==> src/sram_host_consts.svh <==
// Timing constants and behaviour notes for the SRAM host controller
// Notes on behaviour
// - Data held stable around write-ending edge
// - Strobe low at least setup plus float
// - Host never drives while memory drives
// - Read: address valid at CE fall, WE high
`ifndef SRAM_HOST_CONSTS_SVH
`define SRAM_HOST_CONSTS_SVH
`define CLK_PERIOD_PS           20000
`define ADDRESS_ACCESS_DELAY_PS 15000
`define DATA_SETUP_TIME_PS      8000
`define STROBE_TO_FLOAT_DELAY_PS 8000
`define WE_PULSE_MIN_PS         12000
`define CE_HIGH_TO_FLOAT_PS     8000
`define CYC_UP(t) (((t) + `CLK_PERIOD_PS - 1) / `CLK_PERIOD_PS)
`define ACCESS_CYCLES   (`CYC_UP(`ADDRESS_ACCESS_DELAY_PS) + 1)
`define WE_LOW_CYCLES \
   `CYC_UP(`DATA_SETUP_TIME_PS + `STROBE_TO_FLOAT_DELAY_PS)
`define TURN_CYCLES     `CYC_UP(`CE_HIGH_TO_FLOAT_PS)
`define IDLE_PINS_N     2'h3
`endif

==> src/sram_host_pkg.sv <==
// Types shared by the SRAM host controller
package sram_host_pkg;
   typedef struct packed {
      logic        write;
      logic [1:0]  lane_n;
      logic [17:0] addr;
      logic [15:0] wdata;
   } sram_req_t;
   typedef struct packed {
      logic [15:0] rdata;
      logic        corrected;
   } sram_rsp_t;
   typedef struct packed {
      logic        chip_sel_n;
      logic        out_gate_n;
      logic        write_n;
      logic        high_byte_lane_n;
      logic        low_byte_lane_n;
      logic [17:0] addr;
   } sram_ctl_t;
   typedef enum logic [2:0] {
      ST_IDLE, ST_READ, ST_WSETUP, ST_WLOW, ST_WEND, ST_TURN
   } sram_state_t;
endpackage

==> src/sram_cycle_timer.sv <==
// Down counter that marks the end of a timed bus phase
`timescale 1ns/100ps
module sram_cycle_timer #(
   parameter int WIDTH = 4
) (
   input  wire logic             core_clk, // System clock
   input  wire logic             reset,    // Sync reset, active high
   input  wire logic             load,     // Load new count
   input  wire logic [WIDTH-1:0] count,    // Cycles to run
   output logic                  done      // Count exhausted
);
   logic [WIDTH-1:0] cnt_q;
   if (WIDTH < 2) begin : g_bad_width
      $error("sram_cycle_timer: WIDTH too small");
   end
   // Pure register decode, so a load that depends on done forms no loop
   assign done = (cnt_q == '0);
   always_ff @(posedge core_clk) begin
      if (reset) cnt_q <= '0;
      else if (load) cnt_q <= count;
      else if (cnt_q != '0) cnt_q <= cnt_q - 1'b1;
   end
endmodule

==> src/sram_host.sv <==
// Host controller that drives an asynchronous 16-bit ECC SRAM
`timescale 1ns/100ps
`include "sram_host_consts.svh"
module sram_host #(
   parameter int ADDR_W = 18, // Word address width
   parameter int DATA_W = 16  // Data bus width
) (
   input  wire logic                   core_clk,   // System clock
   input  wire logic                   reset,      // Sync reset
   input  wire logic                   req_valid,  // Request present
   output logic                        req_ready,  // Request taken
   input  wire sram_host_pkg::sram_req_t req,      // Request contents
   output logic                        rsp_valid,  // Read data pulse
   output sram_host_pkg::sram_rsp_t    rsp,        // Read data, flag
   output logic                        wr_done,    // Write end pulse
   output sram_host_pkg::sram_ctl_t    ctl,        // Control pins
   input  wire logic [DATA_W-1:0]      dq_in,      // Data pins in
   output logic [DATA_W-1:0]           dq_out,     // Data pins out
   output logic [1:0]                  dq_oe_n,    // Lane enables, low
   input  wire logic                   flag_in     // Corrected flag pin
);
   import sram_host_pkg::*;

   localparam int ACC_C  = `ACCESS_CYCLES;
   localparam int WLOW_C = (`WE_LOW_CYCLES > `CYC_UP(`WE_PULSE_MIN_PS))
                         ? `WE_LOW_CYCLES : `CYC_UP(`WE_PULSE_MIN_PS);
   localparam int TURN_C = `TURN_CYCLES;
   // Every control pin level the controller takes out of reset
   localparam sram_ctl_t CTL_IDLE = '{chip_sel_n: 1'b1, out_gate_n: 1'b1,
                                      write_n: 1'b1, high_byte_lane_n: 1'b1,
                                      low_byte_lane_n: 1'b1, addr: '0};

   // The pin shape is fixed by the memory; the phase timer is four bits
   if (ADDR_W != 18) begin : g_bad_addr
      $error("sram_host: address bus must be 18 bits");
   end
   if (DATA_W != 16) begin : g_bad_data
      $error("sram_host: data bus must be 16 bits");
   end
   if (ACC_C > 15 || WLOW_C > 15 || TURN_C > 15) begin : g_bad_count
      $error("sram_host: a phase count does not fit the timer");
   end

   sram_state_t   state_q, state_d;
   sram_ctl_t     ctl_q, ctl_d;
   logic [15:0]   wdata_q;
   logic [1:0]    drive_n_q, drive_n_d;
   logic [15:0]   dq_s1_q, dq_s2_q;
   logic          flag_s1_q, flag_s2_q;
   sram_rsp_t     rsp_q;
   logic          rsp_valid_q, wr_done_q;
   logic          tmr_load;
   logic [3:0]    tmr_count;
   logic          tmr_done;

   // Pin inputs come from another timing domain: two flops first
   // The first flop may go metastable; only the second is read
   always_ff @(posedge core_clk) begin
      dq_s1_q   <= dq_in;
      dq_s2_q   <= dq_s1_q;
      flag_s1_q <= flag_in;
      flag_s2_q <= flag_s1_q;
   end

   sram_cycle_timer #(.WIDTH(4)) u_timer (
      .core_clk (core_clk),
      .reset    (reset),
      .load     (tmr_load),
      .count    (tmr_count),
      .done     (tmr_done)
   );

   // State decode, shared by the handshake and the result registers
   wire in_idle   = (state_q == ST_IDLE);
   wire in_read   = (state_q == ST_READ);
   wire in_wend   = (state_q == ST_WEND);
   wire accept    = req_valid && in_idle;
   // Taken from the timer register alone: the load below depends on it
   wire phase_end = tmr_done;
   assign req_ready = in_idle;

   // A timer load of N keeps its phase for N+1 cycles. Reads add one
   // cycle of slack so the two-flop synchroniser has settled the data;
   // writes raise the gate before the lanes drive, and a turn phase
   // after each transfer lets the memory float before the next one.
   always_comb begin
      state_d   = state_q;
      ctl_d     = ctl_q;
      drive_n_d = drive_n_q;
      tmr_load  = 1'b0;
      tmr_count = 4'h0;
      case (state_q)
         ST_IDLE: begin
            if (accept) begin
               // Address settles together with select
               ctl_d.addr             = req.addr;
               ctl_d.chip_sel_n       = 1'b0;
               ctl_d.high_byte_lane_n = req.lane_n[1];
               ctl_d.low_byte_lane_n  = req.lane_n[0];
               tmr_load = 1'b1;
               if (req.write) begin
                  // Gate high so memory floats before we drive
                  ctl_d.out_gate_n = 1'b1;
                  ctl_d.write_n    = 1'b1;
                  tmr_count = 4'(TURN_C);
                  state_d   = ST_WSETUP;
               end else begin
                  ctl_d.out_gate_n = 1'b0;
                  ctl_d.write_n    = 1'b1;
                  tmr_count = 4'(ACC_C);
                  state_d   = ST_READ;
               end
            end
         end
         ST_READ: begin
            // Gate and select rise together; the lanes follow a phase later
            if (phase_end) begin
               ctl_d.chip_sel_n = 1'b1;
               ctl_d.out_gate_n = 1'b1;
               tmr_load  = 1'b1;
               tmr_count = 4'(TURN_C);
               state_d   = ST_TURN;
            end
         end
         ST_WSETUP: begin
            if (phase_end) begin
               ctl_d.write_n = 1'b0;
               drive_n_d = {ctl_q.high_byte_lane_n,
                            ctl_q.low_byte_lane_n};
               tmr_load  = 1'b1;
               tmr_count = 4'(WLOW_C);
               state_d   = ST_WLOW;
            end
         end
         ST_WLOW: begin
            if (phase_end) begin
               // Strobe rise ends the write; data stays driven
               ctl_d.write_n = 1'b1;
               state_d       = ST_WEND;
            end
         end
         ST_WEND: begin
            // One cycle of data hold past the ending edge
            drive_n_d        = `IDLE_PINS_N;
            ctl_d.chip_sel_n = 1'b1;
            tmr_load  = 1'b1;
            tmr_count = 4'h1;
            state_d   = ST_TURN;
         end
         ST_TURN: begin
            // Lanes stay low until the float delay has surely run out
            if (phase_end) begin
               ctl_d.high_byte_lane_n = 1'b1;
               ctl_d.low_byte_lane_n  = 1'b1;
               state_d = ST_IDLE;
            end
         end
         default: state_d = ST_IDLE;
      endcase
   end

   // Read data sampled after the synchroniser delay, flag with it
   wire         rd_take  = in_read && phase_end;
   wire         wr_take  = in_wend;
   wire [1:0]   lane_on  = ~{ctl_q.high_byte_lane_n, ctl_q.low_byte_lane_n};
   logic [15:0] lane_mask;
   // A disabled lane floats at the memory, so it reads back as zero
   for (genvar g = 0; g < 2; g++) begin : g_lane
      assign lane_mask[8*g +: 8] = {8{lane_on[g]}};
   end
   wire [15:0]  rd_masked = dq_s2_q & lane_mask;

   always_ff @(posedge core_clk) begin
      if (reset) begin
         state_q   <= ST_IDLE;
         ctl_q     <= CTL_IDLE;
         drive_n_q <= `IDLE_PINS_N;
      end else begin
         state_q   <= state_d;
         ctl_q     <= ctl_d;
         drive_n_q <= drive_n_d;
      end
   end

   // Write data is held from acceptance until the next request
   always_ff @(posedge core_clk) begin
      if (reset) wdata_q <= 16'h0000;
      else if (accept) wdata_q <= req.wdata;
   end

   always_ff @(posedge core_clk) begin
      if (reset) begin
         rsp_valid_q <= 1'b0;
         wr_done_q   <= 1'b0;
      end else begin
         rsp_valid_q <= rd_take;
         wr_done_q   <= wr_take;
      end
   end

   // The result stands until the next read completes
   always_ff @(posedge core_clk) begin
      if (reset) rsp_q <= '0;
      else if (rd_take) begin
         rsp_q.rdata     <= rd_masked;
         rsp_q.corrected <= flag_s2_q;
      end
   end

   // Pins come straight from registers, so no glitch reaches the memory
   assign ctl       = ctl_q;
   assign dq_out    = wdata_q;
   assign dq_oe_n   = drive_n_q;
   assign rsp       = rsp_q;
   assign rsp_valid = rsp_valid_q;
   assign wr_done   = wr_done_q;
endmodule

==> config.mk <==
export PLATFORM = sky130hd
export DESIGN_NAME = sram_host
export DESIGN_NICKNAME = d
export VERILOG_FILES = /design/src/sram_host_pkg.sv /design/src/sram_cycle_timer.sv /design/src/sram_host.sv
export VERILOG_INCLUDE_DIRS = /design/src
export SDC_FILE = /design/constraint.sdc
export NUM_CORES = 1
export LEC_CHECK = 0
export ABC_AREA = 1
export BUFFER_PORTS_ARGS = -buffer_cell sky130_fd_sc_hd__buf_2
export CAP_MARGIN = 20
export CORE_UTILIZATION = 52
export DETAILED_ROUTE_END_ITERATION = 10
export HOLD_SLACK_MARGIN = 0.05
export PLACE_DENSITY_LB_ADDON = 0.25
export SKIP_CTS_REPAIR_TIMING = 1
export SYNTH_ARGS = -nofsm -noshare
export SYNTH_HDL_FRONTEND = slang
export SYNTH_SLANG_ARGS = --single-unit
==> constraint.sdc <==
create_clock -name core_clk -period 2.4 [get_ports core_clk]
set_clock_uncertainty 0.2 [all_clocks]
set_input_delay 0.36 -clock core_clk [delete_from_list [all_inputs] [get_ports core_clk]]
set_output_delay 0.36 -clock core_clk [all_outputs]
set_load 0.02 [all_outputs]
==> results_dict.tcl <==
set metrics [dict create \
    p_comb_frac 0.374 \
    crit_start "u_timer.cnt_q[0]" \
    seqCellArea_um2 2020 \
    grt_pass1_vias 2598 \
    numCtsBuffers 9 \
    whs_ns 0.0275 \
    drt_pass1_iterations 4 \
    finalNetCount 589 \
    synth_nets 432 \
    clockBufferDepth 2 \
    fin_crit_sh 0.809 \
    die_area_um2 6650 \
    antenna_found_initial 0 \
    die_y_um 81.6 \
    drt_iter0_markers 187 \
    power.ir.vdd_worst_mv 0.653 \
    min-delay-start "req[4]" \
    clock_power_share 0.202 \
    synth_area_um2 3290 \
    r2r-start "u_timer.cnt_q[0]" \
    fill_cells 447 \
    setup_ws_ns 0.459 \
    critPathLaunchType "flip-flop" \
    vias 3068 \
    fp-row-count 28 \
    stdcell_count 611 \
    holdCritPathClass "input pin to flip-flop" \
    root_buffer "clkbuf_8" \
    place.gp.congestion 0.833 \
    multiInputGateArea_um2 1090 \
    status "finished clean" \
    grt_overflow_total 0 \
    p_leak_nw 2.19 \
    die_w_um 81.6 \
    cts_tree "yes" \
    critical_path_class "flip-flop to flip-flop" \
    power_frac_seq 0.423 \
    hpwl_mm 4.87 \
    grt_use_total 0.226 \
    setup_viol 0 \
    grt_first_pass_wirelength_mm 11.4 \
    synthArstFlopShare 0 \
    drive_gt1_frac 0.280 \
    drv_slew 0 \
    synthCells 374 \
    period_needed_ns 1.94 \
    core_um2 6030 \
    synth.yosys.seq_area_share 0.614 \
    fin_setup_tns_ns 0 \
    cp.arrival_ns 2.00 \
    rsz0062_at_grt "false" \
    syn_avg_cell_area_um2 8.80 \
    place_inst 553 \
    end_kind "flip-flop" \
    ant_nets 0 \
    p_per_area_nw_per_um2 1140 \
    max_cap_viol_count 0 \
    synth_edf_count 0 \
    totalWireLength_mm 7.80 \
    fin_util 0.751 \
    placed_area_um2 3910 \
    final_common_cell "buf_2" \
    max_freq_mhz 515 \
    initial_core_util 0.546 \
    fin_area_um2 4530 \
    ys_types 25 \
    swShare 0.410 \
    cts.reportedPaths.clkPinSlew_ns 0.10 \
    syn_to_final_growth_pct 37.6 \
    diodes 0 \
    tightest_slew_ns 0.458 \
    p_int_mw 3.05 \
    grt_max_degree 36 \
    power.switching_mw 2.12 \
    detailedPlace.worstSlack_ns 0.504 \
    boundaryPins 118 \
    yosysWarnings 0 \
    path_max_fanout 8 \
    synth_ff_type "dfxtp_1" \
    power_mw 5.17 \
    h-tree-depth 3 \
    viasPerCell 5.02 \
    crit_required_ns 2.46 \
    clock_sinks 101 \
    ys_ff_latch 101 \
    maxSlewHeadroom 0.693 \
    hold_violations 0 \
    numPortBuffers 117 \
    final_cell_mix "buf_2, dfxtp_1, nor2_1" \
    clk_latency_ns 0.36 \
    remaining_drc_errors 0 \
    wl_per_cell_um 12.8 \
]
-- layout make-up --
type / instances / share of cell area
sequential: 101 / 0.447
inverter: 21 / 0.0174
timing repair buffer: 163 / 0.232
tap: 75 / 0.0207
clock buffer: 9 / 0.0274
clock inverter: 7 / 0.0163
multi-input combinational: 235 / 0.240
-- power groups by stage --
stage,combinational [mW],sequential [mW],clock (mW)
final,1.93,2.19,1.05
after detailed placement,1.86,2.21,0
after global routing,2.16,2.22,1.13
after CTS,1.88,2.18,1.07
after global placement,1.81,2.20,0
after floorplan,1.13,2.46,0
-- kinds of logic after synthesis --
group,synth area share
and+or+nand+nor,0.210
DFF,0.614
AOI/OAI and AO/OA,0.111
buffers and inverters,0.0555
xor gates and xnor gates,0.00532
adders and majority gates,0.00380
-- synth_stat cells, types with 3 or more instances --
cell type	count	area (um2)
o21ai_0	54	270
buf_6	4	45.0
inv_1	15	56.3
nor2_1	74	278
nor2_4	3	33.8
clkbuf_1	9	33.8
o21ai_1	5	25.0
nand2_1	44	165
a21oi_1	8	40.0
dfxtp_1	101	2020
clkinv_1	3	11.3
nand3_1	27	135
inv_2	3	11.3
nand2_2	6	37.5
-- layer usage --
layer  wire, um  vias up  global-route usage
met3        473       23              0.0644
met1       3210     1411               0.270
li1           -     1530                   -
met5          0        -                   0
met2       3930      104               0.373
met4        195        0               0.107
-- worst paths after layout --
kind / to / slack [ns] / cells past startpoint
max: ctl[19] / 0.46 / 8
min: dq_out[4] / 0.03 / 3
max reg2reg: ctl[19] / 0.46 / 8
min reg2reg: dq_s2_q[4] / 0.13 / 0
-- worst max-delay path: stages, from the launching register on --
cell and delay [ns]:
dfxtp_1 0.38, inv_1 0.06, ha_1 0.22, nand2_1 0.23, inv_1 0.20, a31oi_1 0.32, inv_1 0.10, nand2_1 0.08
nand3_1 0.06
-- registers in the layout, indices dropped and copies added (netlist names), 2 cells and up --
signal         cells
ctl               23
rsp               17
dq_out            16
dq_s1_q           16
dq_s2_q           16
u_timer.cnt_q      4
state_q            3
dq_oe_n            2
No activity file was read; power rests on OpenSTA's default activity.
